$ cat config.mk
export PLATFORM = sky130hd
export DESIGN_NAME = can_mode_power_control
export DESIGN_NICKNAME = d
export VERILOG_FILES = /design/src/hdl/can_pm_pkg.sv /design/src/hdl/can_mode_power_control.sv
export SDC_FILE = /design/constraint.sdc
export NUM_CORES = 1
export LEC_CHECK = 0
export ABC_CLOCK_PERIOD_IN_PS = 4100
export BUFFER_PORTS_ARGS = -buffer_cell sky130_fd_sc_hd__buf_2
export CORE_MARGIN = 4
export CORE_UTILIZATION = 35
export DETAILED_ROUTE_END_ITERATION = 16
export GPL_ROUTABILITY_DRIVEN = 0
export GPL_TIMING_DRIVEN = 1
export PLACE_DENSITY = 0.59
export SLEW_MARGIN = 20
export SYNTH_ARGS = -nofsm -noshare
export SYNTH_HDL_FRONTEND = slang
export SYNTH_SLANG_ARGS = --single-unit
export TNS_END_PERCENT = 50
$ cat constraint.sdc
create_clock -name clk_i -period 4.1 [get_ports clk_i]
set_clock_uncertainty 0.15 [all_clocks]
set_input_delay 0.205 -clock clk_i [delete_from_list [all_inputs] [get_ports clk_i]]
set_output_delay 0.205 -clock clk_i [all_outputs]
set_load 0.01 [all_outputs]
$ cat src/hdl/can_pm_pkg.sv
// Behaviour
// - Listen-only receives frames, sends only recessive, never starts transmitting.
// - Listen-only dominant bits loop back to the monitor; bus stays recessive.
// - Loopback routes transmit to receive, ignores receive pin, holds transmit high.
// - Loopback treats own frame as received, ignores ack slot, raises both irqs.
// - Module enable low stops all controller clocks regardless of other bits.
// - Sleep stops core clocks but keeps register access clocks running.
// - Power-down stops every clock.
// - Wake-up irq only with request, acknowledge, wake enable and irq enable.
// - CPU run mode allows only sleep, never power-down.
// - Wait with stop-in-wait powers down; leaving restarts into normal mode unless asleep.
// - Wait without stop-in-wait runs normally or sleeps per sleep bits.
// - Deep stops power down; light stop powers down unless asleep; stop-in-wait ignored.
// - On sleep request finish all transmit buffers, then sync delay, then sleep.
// - Finish a frame being received, sleep at idle; idle means sleep at once.
// - Acknowledge set when sleep active; software polls it, avoids racing flags.
// - Bus-off recovery count pauses in sleep, transmit recessive, resumes after.
// - Sleep keeps foreground readable, full flag clearable, blocks new moves.
// - Sleep defers aborts; pending copies, aborts, sends run on wake-up.
// - Without wake enable at sleep entry, receive line forced recessive; in listen-only the code still passes the receive pin through.
// - Sleep ends on bus activity with wake enable or request cleared.
// - After wake wait 11 recessive bits before joining; waking frame lost.
// - Power-down entry aborts transfers and forces transmit recessive at once.
package can_pm_pkg;
    localparam int          SYNC_DELAY_CYC  = 3;     // Sleep entry synchroniser delay
    localparam int          IDLE_BITS       = 11;    // Recessive bits for resync
    localparam logic [2:0]  CPU_RUN         = 3'h0;
    localparam logic [2:0]  CPU_WAIT        = 3'h1;
    localparam logic [2:0]  CPU_STOP3       = 3'h2;
    localparam logic [2:0]  CPU_STOP12      = 3'h3;
    localparam logic        RECESSIVE       = 1'b1;

    typedef enum logic [4:0] {
        ST_NORMAL   = 5'b0_0001,
        ST_DRAIN    = 5'b0_0010,
        ST_SYNC     = 5'b0_0100,
        ST_SLEEP    = 5'b0_1000,
        ST_RESYNC   = 5'b1_0000
    } pm_state_t;

    // Control bits from software
    typedef struct packed {
        logic       module_enable;
        logic       stop_in_wait;
        logic       sleep_request;
        logic       wakeup_enable;
        logic       wakeup_irq_enable;
        logic       listen_only;
        logic       loopback;
    } pm_ctrl_t;

    // Status returned to software and core
    typedef struct packed {
        logic       sleep_acknowledge;
        logic       power_down;
        logic       core_clk_en;
        logic       reg_clk_en;
        logic       on_bus;
    } pm_stat_t;
endpackage

$ cat src/hdl/can_mode_power_control.sv
`timescale 1ns/1ns
module can_mode_power_control #(
    parameter int NBUF = 3
) (
    // Clock and reset
    input  wire logic                     clk_i,
    input  wire logic                     rst_i,
    // Software control and CPU mode
    input  wire can_pm_pkg::pm_ctrl_t     ctrl_i,
    input  wire logic [2:0]               cpu_mode_i,
    input  wire logic [NBUF-1:0]          tx_buffer_empty_flag_i,
    // Protocol core side
    input  wire logic                     mac_tx_i,
    input  wire logic                     mac_tx_start_i,
    input  wire logic                     mac_receiving_i,
    input  wire logic                     mac_bit_tick_i,
    input  wire logic                     mac_tx_done_i,
    input  wire logic                     mac_rx_done_i,
    input  wire logic                     bus_off_i,
    input  wire logic                     ack_slot_i,
    output logic                          mac_rx_o,
    output logic                          tx_allowed_o,
    output logic                          ack_ignore_o,
    output logic                          abort_o,
    output logic                          fg_move_en_o,
    output logic                          abort_en_o,
    output logic                          busoff_count_en_o,
    output logic                          tx_irq_o,
    output logic                          rx_irq_o,
    output logic                          wakeup_irq_o,
    output can_pm_pkg::pm_stat_t          stat_o,
    // Bus pins
    input  wire logic                     bus_receive_pin_i,
    output logic                          bus_transmit_pin_o
);
    can_pm_pkg::pm_state_t state_q;
    logic [2:0]  rx_sync_q;
    logic        rx_pin_q;
    logic [3:0]  cnt_q;
    logic        wake_armed_q;
    logic        pd_q;
    logic        pd_d;
    logic        rx_int;
    logic        active;
    logic        all_empty;
    logic        wake_evt;

    assign all_empty = &tx_buffer_empty_flag_i;
    assign active    = ctrl_i.module_enable && !pd_q;

    // Power-down decode per CPU mode
    always_comb begin
        case (cpu_mode_i)
            can_pm_pkg::CPU_RUN:    pd_d = 1'b0;
            can_pm_pkg::CPU_WAIT:   pd_d = ctrl_i.stop_in_wait;
            can_pm_pkg::CPU_STOP3:  pd_d = state_q != can_pm_pkg::ST_SLEEP;
            default:                pd_d = 1'b1;
        endcase
    end

    always_ff @(posedge clk_i) begin
        if (rst_i) begin
            pd_q <= 1'b0;
        end else begin
            pd_q <= pd_d;
        end
    end

    // Receive pin synchroniser, change counted when stages two and three agree
    always_ff @(posedge clk_i) begin
        if (rst_i) begin
            rx_sync_q <= 3'b111;
            rx_pin_q  <= can_pm_pkg::RECESSIVE;
        end else begin
            rx_sync_q <= {rx_sync_q[1:0], bus_receive_pin_i};
            if (rx_sync_q[1] == rx_sync_q[2]) begin
                rx_pin_q <= rx_sync_q[2];
            end
        end
    end

    // Internal receive path
    always_comb begin
        if (ctrl_i.loopback) begin
            rx_int = mac_tx_i;
        end else if (ctrl_i.listen_only) begin
            rx_int = rx_pin_q & mac_tx_i;
        end else if (state_q == can_pm_pkg::ST_SLEEP && !wake_armed_q) begin
            rx_int = can_pm_pkg::RECESSIVE;
        end else begin
            rx_int = rx_pin_q & mac_tx_i;
        end
    end

    assign wake_evt = state_q == can_pm_pkg::ST_SLEEP && wake_armed_q && !rx_int;

    // Sleep state machine
    always_ff @(posedge clk_i) begin
        if (rst_i || !ctrl_i.module_enable) begin
            state_q      <= can_pm_pkg::ST_NORMAL;
            cnt_q        <= '0;
            wake_armed_q <= 1'b0;
        end else if (!pd_q) begin
            case (state_q)
                can_pm_pkg::ST_NORMAL: begin
                    cnt_q <= '0;
                    if (ctrl_i.sleep_request) begin
                        state_q <= can_pm_pkg::ST_DRAIN;
                    end
                end
                can_pm_pkg::ST_DRAIN: begin
                    if (all_empty && !mac_receiving_i) begin
                        state_q <= can_pm_pkg::ST_SYNC;
                    end
                end
                can_pm_pkg::ST_SYNC: begin
                    cnt_q <= cnt_q + 4'd1;
                    if (cnt_q == 4'(can_pm_pkg::SYNC_DELAY_CYC - 1)) begin
                        state_q      <= can_pm_pkg::ST_SLEEP;
                        wake_armed_q <= ctrl_i.wakeup_enable;
                        cnt_q        <= '0;
                    end
                end
                can_pm_pkg::ST_SLEEP: begin
                    if (wake_evt || !ctrl_i.sleep_request) begin
                        state_q <= can_pm_pkg::ST_RESYNC;
                    end
                end
                can_pm_pkg::ST_RESYNC: begin
                    if (!rx_int) begin
                        cnt_q <= '0;
                    end else if (mac_bit_tick_i) begin
                        cnt_q <= cnt_q + 4'd1;
                    end
                    if (cnt_q == 4'(can_pm_pkg::IDLE_BITS)) begin
                        state_q <= can_pm_pkg::ST_NORMAL;
                        cnt_q   <= '0;
                    end
                end
                default: begin
                    state_q <= can_pm_pkg::ST_NORMAL;
                end
            endcase
        end else begin
            // Power-down restarts the controllers into normal unless they are asleep
            if (state_q != can_pm_pkg::ST_SLEEP) begin
                state_q <= can_pm_pkg::ST_NORMAL;
            end
        end
    end

    // Registered outputs
    always_ff @(posedge clk_i) begin
        if (rst_i) begin
            mac_rx_o           <= can_pm_pkg::RECESSIVE;
            bus_transmit_pin_o <= can_pm_pkg::RECESSIVE;
            tx_allowed_o       <= 1'b0;
            ack_ignore_o       <= 1'b0;
            abort_o            <= 1'b0;
            fg_move_en_o       <= 1'b0;
            abort_en_o         <= 1'b0;
            busoff_count_en_o  <= 1'b0;
            tx_irq_o           <= 1'b0;
            rx_irq_o           <= 1'b0;
            wakeup_irq_o       <= 1'b0;
            stat_o             <= '0;
        end else begin
            mac_rx_o <= rx_int;
            if (!active || ctrl_i.listen_only || ctrl_i.loopback
                    || state_q == can_pm_pkg::ST_SLEEP) begin
                bus_transmit_pin_o <= can_pm_pkg::RECESSIVE;
            end else begin
                bus_transmit_pin_o <= mac_tx_i;
            end
            tx_allowed_o <= active && !ctrl_i.listen_only
                            && state_q == can_pm_pkg::ST_NORMAL;
            ack_ignore_o <= ctrl_i.loopback && ack_slot_i;
            abort_o      <= ctrl_i.module_enable && pd_d && !pd_q;
            fg_move_en_o <= active && state_q != can_pm_pkg::ST_SLEEP;
            abort_en_o   <= active && state_q != can_pm_pkg::ST_SLEEP;
            busoff_count_en_o <= active && bus_off_i
                                 && state_q != can_pm_pkg::ST_SLEEP;
            tx_irq_o     <= active && mac_tx_done_i;
            rx_irq_o     <= active && (mac_rx_done_i
                            || (ctrl_i.loopback && mac_tx_done_i));
            wakeup_irq_o <= ctrl_i.module_enable && wake_evt && ctrl_i.sleep_request
                            && ctrl_i.wakeup_enable && ctrl_i.wakeup_irq_enable;
            stat_o.sleep_acknowledge <= ctrl_i.module_enable
                                        && state_q == can_pm_pkg::ST_SLEEP;
            stat_o.power_down  <= ctrl_i.module_enable && pd_q;
            stat_o.core_clk_en <= active && state_q != can_pm_pkg::ST_SLEEP;
            stat_o.reg_clk_en  <= active;
            stat_o.on_bus      <= active && state_q == can_pm_pkg::ST_NORMAL;
        end
    end
endmodule

==> flow_summary.yaml, run 1 <==
power_and_ir_drop:
  p_per_area_nw_per_um2: 395.7
  leakagePower_nw: 0.7233
  vdd_drop_max_v: 0.0002164
outcome:
  outcome: "finished clean"
die:
  io_pins: 40
  dieWidth_um: 68.98
  rows: 21
  start_util_pct: 37.52
  coreArea_um2: 3468
  die_h_um: 68.98
  die-area_um2: 4758
critical_path:
  cpLargestDelayFamily: "simple AND/OR/NAND/NOR gates"
  cp_data_arrival_time_ns: 2.17
  cp-end-kind: "register"
  critPathBufInv: 0
  path_cells: "or4_4 -> nor2_1 -> or2_2 -> nand3_2 -> o32ai_2"
  cp_data_required_time_ns: 4.14
  startpoint: "state_q[2]"
  r2r_start: "state_q[2]"
  cp_slowest_cell: "or4_4"
  crit_path_max_fanout: 10
  critPathKind: "register to register"
  slowest_delay_ns: 0.58
  startpoint_type: "register"
routing:
  dr_total_vias: 1187
  remaining_drc_errors: 0
  wirelength_mm: 3.039
  via_per_inst: 5.139
  drt-initial-drc-count: 66
  firstDrtPassIters: 4
  ant_nets: 0
  wire_per_inst_um: 13.16
cts:
  cts-htree-levels: 2
  clk_root_buffer_cell: "clkbuf_8"
  clkLatencyLatePin_ns: 0.28
  clk_path_buf_depth: 2
  clock-sinks: 29
  cts_tree: "built"
  path_clk_slew_ns: 0.06
  cts_buffers: 5
  ctsResizeCount: 0
sta:
  max_slew_margin_pct: 50.09
  finalHoldViolations: 0
  setup_tns_ns: 0
  rsz0062_at_grt: "false"
  min_period_over_period_pct: 51.95
  worst_pin_slew_ns: 0.7471
  finalMaxSlewViolations: 0
  finalCriticalPeriod_ns: 2.130
  fin_ws_ns: 1.970
  fmax_ghz: 0.4695
  setup_viol: 0
logic_synthesis:
  synthMuxAreaShare_pct: 0.7692
  syn_inst: 142
  yosys.area_share.simple_pct: 30.87
  ys_types: 44
  synth_seq_cells: 29
  synth_edf_count: 0
  synth_ff_type: "dfxtp_1"
  avgSynthCellArea_um2: 9.164
  synth_top_family_by_area: "simple AND/OR/NAND/NOR gates"
  syn-num-nets: 168
  netlist_area_um2: 1301
  synth-compound-area-share_pct: 15.96
  synth-adder-area-share_pct: 1.923
  synth_warnings: 0
  async_flop_share_pct: 0
  ys_seq_area_share_pct: 44.62
  synthXorXnorAreaFrac_pct: 1.346
global_route:
  antenna_found_initial: 0
  overflow: 0
  grtUsageTotal_pct: 14.87
  grt_first_pass_wirelength_mm: 5.188
  grt_max_degree: 14
  grt_pass1_vias: 1192
layout:
  drive_above_1_share_pct: 31.89
  fin_util_pct: 48.20
  nNetsFinal: 210
  area_growth_pct: 28.46
  antenna_cells: 0
  layout_common_cells: "buf_2 (38), dfxtp_1 (29), nor2_1 (14), nand3_1 (8), nor3_1 (7)"
  stdcell_area_um2: 1672
  mostFrequentLayoutCell: "buf_2"
place:
  placed_area_um2: 1505
  place_hpwl_mm: 2.327
  place_ws_ns: 1.976
  io_buffers: 38
worst_hold_path:
  hold_start: "ack_slot_i"
  hold_path.class: "input pin to register"
flow_run:
  maxCapViolations: 0
==> power breakdown <==
part / switching, mW / internal [mW] / total (mW) / leakage (nW)
Combinational: 0.0317 / 0.0285 / 0.0602 / 0.428
Sequential: 0.00784 / 0.290 / 0.298 / 0.237
Clock: 0.105 / 0.198 / 0.303 / 0.0585
==> synth_stat cells, types with 2 or more instances <==
cell / instances / share of area [%]
o32ai_2: 2 / 2.5
nor2b_1: 3 / 1.4
o21ai_1: 2 / 0.77
ha_1: 2 / 1.9
and2_1: 3 / 1.4
inv_1: 4 / 1.2
dfxtp_1: 29 / 45
o211ai_1: 3 / 1.7
buf_2: 2 / 0.77
and3_1: 2 / 0.96
clkbuf_1: 2 / 0.58
nor2_1: 14 / 4.0
buf_4: 3 / 1.7
nand4b_1: 2 / 1.3
nor3b_1: 3 / 1.7
nand3_1: 8 / 3.1
nand2b_1: 3 / 1.4
a21oi_1: 6 / 2.3
or2_2: 4 / 1.9
nor4_1: 4 / 1.9
nor3_1: 7 / 2.7
o21ai_0: 6 / 2.3
o31ai_2: 2 / 1.9
nand2_1: 6 / 1.7
==> layout make-up <==
type | instances | area (µm²)
multi-input cells | 101 | 661.9
inverters | 4 | 15.01
clock inverters | 1 | 30.03
fillers | 340 | 1797
clock buffers | 7 | 86.33
repair buffers | 43 | 240.2
flip-flops and latches | 29 | 580.6
well taps | 46 | 57.56
==> cells by family (layout without fill, tap and decap cells) <==
group | Yosys count | count (layout)
fa+ha+maj | 2 | 2
buf+inv | 12 | 55
xor+xnor | 2 | 2
compound gates | 28 | 28
flops | 29 | 29
simple gates | 68 | 68
mux | 1 | 1
==> timing repair <==
item	4_1_cts	5_1_grt
buffers inserted	0	0
hold buffers	5	0
hold endpoints to repair	5	0
==> state kept, by name, summed over array words and instances, names as in the netlist <==
register            count
stat_o                  5
state_q                 5
cnt_q                   4
rx_sync_q               3
abort_o                 1
ack_ignore_o            1
bus_transmit_pin_o      1
busoff_count_en_o       1
mac_rx_o                1
pd_q                    1
rx_irq_o                1
rx_pin_q                1
tx_allowed_o            1
tx_irq_o                1
wake_armed_q            1
wakeup_irq_o            1
==> metal layers <==
layer  vias to the layer above  part of all wire [%]  GRT usage, %
li1                        592                     -             -
met1                       556                    45         16.60
met2                        31                    48         25.36
met3                         8                   5.2         4.862
met4                         0                   1.8         7.056
met5                         -                     0             0
==> through the flow <==
stage               hold WS (ns)  power (mW)  instances
floorplan                 0.1273      0.3360        142
global placement          0.2418      0.3591        218
detailed placement        0.2536      0.3614        218
CTS                     0.001895      0.6679        231
global route             0.01087      0.6901        231
finish                  0.009236      0.6614        231
==> path summary, 6_finish.rpt <==
check	slack, ns	end	cells after the start
hold reg to reg	0.27	rx_sync_q[1]	1
hold / removal	0.009	ack_ignore_o	2
setup reg to reg	1.97	cnt_q[2]	5
setup / recovery	1.97	cnt_q[2]	5
No activity file was read; power rests on OpenSTA's default activity.
==> inputs of run 2 (changes only) <==
--- a/config.mk
+++ b/config.mk
@@ -5,7 +5,7 @@
 export SDC_FILE = /design/constraint.sdc
 export NUM_CORES = 1
 export LEC_CHECK = 0
-export ABC_CLOCK_PERIOD_IN_PS = 4100
+export ABC_CLOCK_PERIOD_IN_PS = 2050
 export BUFFER_PORTS_ARGS = -buffer_cell sky130_fd_sc_hd__buf_2
 export CORE_MARGIN = 4
 export CORE_UTILIZATION = 35
==> constraint.sdc (replaced) <==
create_clock -name clk_i -period 2.05 [get_ports clk_i]
set_clock_uncertainty 0.15 [all_clocks]
set_input_delay 0.1025 -clock clk_i [delete_from_list [all_inputs] [get_ports clk_i]]
set_output_delay 0.1025 -clock clk_i [all_outputs]
set_load 0.01 [all_outputs]
==> run 2 against run 1 <==
Against the previous run: global-route usage grew 1.9 points; combinational power grew to 2.9 times the previous value; die area is the same; hold slack gained 0.016 ns; register-to-register slack lost 2.0 ns; sequential power grew 97%; routed wire length grew 21%; clock power grew 83%; cell count grew 12%; worst setup slack lost 2.0 ns; final area grew 17%; total power grew 99%; highest routed layer unchanged.
==> flow_summary.yaml, run 2 (same netlist as run 1, synthesis figures left out) <==
power_and_ir_drop:
  vdd_drop_max_v: 0.0004854
  p_per_area_nw_per_um2: 675.2
  leakagePower_nw: 0.8754
critical_path:
  reg2reg_setup_slack_ns: 0.02
  slowest_delay_ns: 0.58
  path_cells: "or4b_4 -> nor4_4 -> nor4b_4 -> buf_4 -> a31oi_2 -> nor2_1"
  startpoint_type: "register"
  r2r_start: "state_q[1]"
  timing.rr.end: "state_q[2]"
  cp_data_arrival_time_ns: 2.03
  cp_slowest_cell: "or4b_4"
  r2r_cells: 6
  startpoint: "state_q[1]"
  critPathKind: "register to register"
  cp_data_required_time_ns: 2.04
  cp-end-kind: "register"
  crit_path_max_fanout: 5
die:
  coreArea_um2: 3468
  die-area_um2: 4758
  start_util_pct: 37.52
  rows: 21
  io_pins: 40
  dieWidth_um: 68.98
  die_h_um: 68.98
global_route:
  grt_max_degree: 12
  antenna_found_initial: 0
  grt_first_pass_wirelength_mm: 5.934
  grtUsageTotal_pct: 16.82
  overflow: 0
  grt_pass1_vias: 1350
cts:
  cts_tree: "built"
  cts_buffers: 5
  clkLatencyLatePin_ns: 0.27
  cts-htree-levels: 2
  clk_root_buffer_cell: "clkbuf_8"
  path_clk_slew_ns: 0.06
  clock-sinks: 29
  clk_path_buf_depth: 2
worst_hold_path:
  whs_path_depth: 3
  hold_path.class: "input pin to register"
  hold_start: "cpu_mode_i[2]"
  min_to: "pd_q"
sta:
  max_slew_margin_pct: 71.00
  fmax_ghz: 0.4918
  finalHoldViolations: 0
  worst_pin_slew_ns: 0.4351
  finalCriticalPeriod_ns: 2.033
  min_period_over_period_pct: 99.19
  finalMaxSlewViolations: 0
  setup_viol: 0
  hold_slack_ns: 0.02499
layout:
  nNetsFinal: 238
  area_growth_pct: 49.90
  mostFrequentLayoutCell: "buf_2"
  multi_input_area_um2: 714.4
  top_regs: "stat_o: 5 flops, state_q: 5 flops, cnt_q: 4 flops"
  instances_no_fill: 258
  fillers: 327
  drive_above_1_share_pct: 40.57
  regArea_um2: 586.8
  layout_common_cells: "buf_2 (38), dfxtp_1 (26), buf_4 (19), nor2_1 (14), dlygate4sd3_1 (14)"
  antenna_cells: 0
place:
  place_hpwl_mm: 2.626
  io_buffers: 38
  placed_cells: 234
routing:
  drt-initial-drc-count: 83
  wirelength_mm: 3.670
  via_per_inst: 5.136
  dr_total_vias: 1325
  firstDrtPassIters: 4
  ant_nets: 0
  wire_per_inst_um: 14.22
  remaining_drc_errors: 0
flow_run:
  maxCapViolations: 0
outcome:
  outcome: "finished clean"
[run 2: layer usage]
metal  global-route usage (%)  part of all wire [%]  wire (µm)
met4                    6.569                  0.90         33
met5                        0                     0          0
met1                    19.92                    42       1558
met3                    4.052                   6.3        233
met2                    29.05                    50       1845
[run 2: worst max-delay path by stage]
stage | end | depth (start not counted) | slack [ns]
2_1_floorplan | cnt_q[2] | 6 | 0.19
3_3_place_gp | state_q[4] | 6 | 0.13
3_5_place_dp | state_q[4] | 6 | 0.07
4_1_cts | state_q[4] | 6 | 0.06
5_1_grt | state_q[2] | 6 | -0.05
6_report | state_q[2] | 6 | 0.02
[run 2: area by class of cell]
class	instances	share of cell area [%]
Timing Repair Buffer	71	24.25
Multi-Input combinational cell	101	36.63
Clock buffer	5	3.528
Clock inverter	2	1.796
Sequential cell	29	30.08
Inverter	4	0.7697
Tap cell	46	2.951
[run 2: critical path, delay by kind of cell, from the launching register on]
| kind | cells | cell delay [ns] |
|---|---|---|
| buffers and inverters | 1 | 0.16 |
| DFF | 1 | 0.33 |
| AOI/OAI and AO/OA | 1 | 0.17 |
| and+or+nand+nor | 4 | 1.11 |
[run 2: repair_timing]
item / in CTS / in global routing
endpoints found under the setup margin: 0 / 6
hold endpoints to repair: 14 / 0
resized for setup: 0 / 12
hold buffers: 14 / 0
setup buffers: 0 / 4
[run 2: where the power goes]
group | switching (mW) | internal [mW]
logic | 0.0876 | 0.0886
registers | 0.00764 | 0.580
clock network | 0.201 | 0.352
total | 0.297 | 1.02
[run 2: through the flow]
| step | setup TNS, ns | power [mW] | cell area, µm² | util [%] | setup WS, ns |
|---|---|---|---|---|---|
| 6_report | 0 | 1.317 | 1951 | 56.24 | 0.01662 |
| 3_5_place_dp | 0 | 0.7426 | 1625 | 46.86 | 0.06945 |
| 2_1_floorplan | 0 | 0.6721 | 1301 | - | 0.1860 |
| 5_1_grt | -0.04644 | 1.372 | 1951 | 56.24 | -0.04644 |
| 4_1_cts | 0 | 1.319 | 1869 | 53.90 | 0.05627 |
| 3_3_place_gp | 0 | 0.7390 | 1625 | 46.86 | 0.1339 |
==> inputs of run 3 (changes only) <==
--- a/config.mk
+++ b/config.mk
@@ -8,11 +8,11 @@
 export ABC_CLOCK_PERIOD_IN_PS = 2050
 export BUFFER_PORTS_ARGS = -buffer_cell sky130_fd_sc_hd__buf_2
 export CORE_MARGIN = 4
-export CORE_UTILIZATION = 35
+export CORE_UTILIZATION = 38
 export DETAILED_ROUTE_END_ITERATION = 16
 export GPL_ROUTABILITY_DRIVEN = 0
 export GPL_TIMING_DRIVEN = 1
-export PLACE_DENSITY = 0.59
+export PLACE_DENSITY = 0.63
 export SLEW_MARGIN = 20
 export SYNTH_ARGS = -nofsm -noshare
 export SYNTH_HDL_FRONTEND = slang
==> run 3 against run 2 <==
Against the previous run: count of clock-buffer cells in the layout did not move; first-iteration DRC count fell by 35%; sequential cell count did not move; total power fell by 8.2%; non-clock buffer count did not move; routed wire length fell by 3.2%; register-to-register slack improved by 0.08 ns; largest power group unchanged; maximum frequency rose by 3.8%.
==> flow_summary.yaml, run 3 (same netlist as run 1, synthesis figures left out) <==
outcome:
  outcome: "finished clean"
cts:
  clk_root_buffer_cell: "clkbuf_4"
  cts_tree: "built"
  clk_path_buf_depth: 2
  clkLatencyLatePin_ns: 0.33
  cts_buffers: 5
  path_clk_slew_ns: 0.09
  clock-sinks: 29
  cts-htree-levels: 2
layout:
  antenna_cells: 0
  nNetsFinal: 238
  top_regs: "stat_o: 5 flops, state_q: 5 flops, cnt_q: 4 flops"
  instances_no_fill: 256
  drive_above_1_share_pct: 38.68
  layout_common_cells: "buf_2 (38), dfxtp_1 (27), dlygate4sd3_1 (19), buf_4 (14), nor2_1 (13)"
  mostFrequentLayoutCell: "buf_2"
  fin_util_pct: 60.79
  area_growth_pct: 47.31
die:
  io_pins: 40
  rows: 20
  coreArea_um2: 3153
  start_util_pct: 41.27
  dieWidth_um: 66.52
  die_h_um: 66.52
  die-area_um2: 4424
power_and_ir_drop:
  vdd_drop_max_v: 0.0004280
  p_per_area_nw_per_um2: 630.9
  leakagePower_nw: 0.8567
  power_mw: 1.209
routing:
  wirelength_mm: 3.553
  remaining_drc_errors: 0
  via_per_inst: 5.086
  ant_nets: 0
  firstDrtPassIters: 4
  wl_met2_mm: 1.744
  dr.max_layer_used: "met4"
  dr_total_vias: 1302
  drt-initial-drc-count: 54
  met3WireLength_um: 206
  drt-met1-wl_mm: 1.519
  wire_per_inst_um: 13.88
critical_path:
  cp_slowest_cell: "or4b_4"
  startpoint_type: "register"
  critPathKind: "register to register"
  path_cells: "or4b_4 -> or3_4 -> o32ai_2 -> nor2b_1 -> o32ai_2"
  crit_top_cell: "o32ai_2"
  critPathBufInv: 0
  cp-end-kind: "register"
  slowest_delay_ns: 0.52
  cpLargestDelayFamily: "simple AND/OR/NAND/NOR gates"
  crit_path_max_fanout: 6
  cp_data_arrival_time_ns: 2.05
  cp_data_required_time_ns: 2.14
sta:
  setup_viol: 0
  finalCriticalPeriod_ns: 1.958
  max_slew_margin_pct: 71.71
  worst_pin_slew_ns: 0.4234
  fin_ws_ns: 0.09197
  min_period_over_period_pct: 95.51
  finalMaxSlewViolations: 0
  fmax_ghz: 0.5107
  setup_tns_ns: 0
  finalHoldViolations: 0
  rsz0062_at_grt: "true"
global_route:
  overflow: 0
  grt_max_degree: 13
  grtUsageTotal_pct: 18.14
  grt_pass1_vias: 1306
  antenna_found_initial: 0
  grt_first_pass_wirelength_mm: 6.037
worst_hold_path:
  hold_path.class: "input pin to register"
flow_run:
  maxCapViolations: 0
place:
  io_buffers: 38
  placed_cells: 229
  place_hpwl_mm: 2.508
  place_ws_ns: 0.04668
==> run 3: per-stage QoR <==
step           instance area, µm²  hold WS (ns)
5_1_grt                      1917       0.02529
6_report                     1917       0.01961
4_1_cts                      1863      0.002031
3_5_place_dp                 1600        0.1425
2_1_floorplan                1301       0.02478
3_3_place_gp                 1600        0.1382
==> run 3: worst paths after layout <==
kind                             start           end  slack [ns]  cells after the start
max                         state_q[2]      cnt_q[2]        0.09                      5
min          tx_buffer_empty_flag_i[0]    state_q[1]        0.02                      4
max reg2reg                 state_q[2]      cnt_q[2]        0.09                      5
min reg2reg               rx_sync_q[0]  rx_sync_q[1]        0.27                      1
==> run 3: metal layers <==
layer | global-route usage (%) | up-vias
li1 | - | 652
met2 | 30.61 | 46
met3 | 6.071 | 11
met5 | 0 | -
met1 | 21.38 | 593
met4 | 6.091 | 0
==> run 3: area by class of cell <==
type	instances	area [µm²]
inverters	4	15.01
fillers	286	1236
clock buffers	5	37.54
flip-flops and latches	29	583.1
repair buffers	71	485.5
well taps	44	55.05
multi-input cells	101	705.7
clock inverters	2	35.03
==> run 3: worst reg2reg max path, stage by stage, from the launching register on <==
cell and delay (ns):
dfxtp_1 0.44, or4b_4 0.52, or3_4 0.37, o32ai_2 0.20, nor2b_1 0.09, o32ai_2 0.11
==> run 3: where the power goes <==
part           switching, mW  leakage, nW  internal [mW]
Combinational         0.0826        0.578         0.0936
Clock                  0.194       0.0410          0.248
Sequential            0.0114        0.238          0.579
Total                  0.288        0.857          0.921
==> run 3: what timing repair did <==
| item | in CTS | in global routing |
|---|---|---|
| resized for setup | 0 | 10 |
| setup buffers | 0 | 1 |
| setup endpoints to repair | 0 | 9 |
| endpoints found under the hold margin | 17 | 0 |
| hold buffers | 19 | 0 |
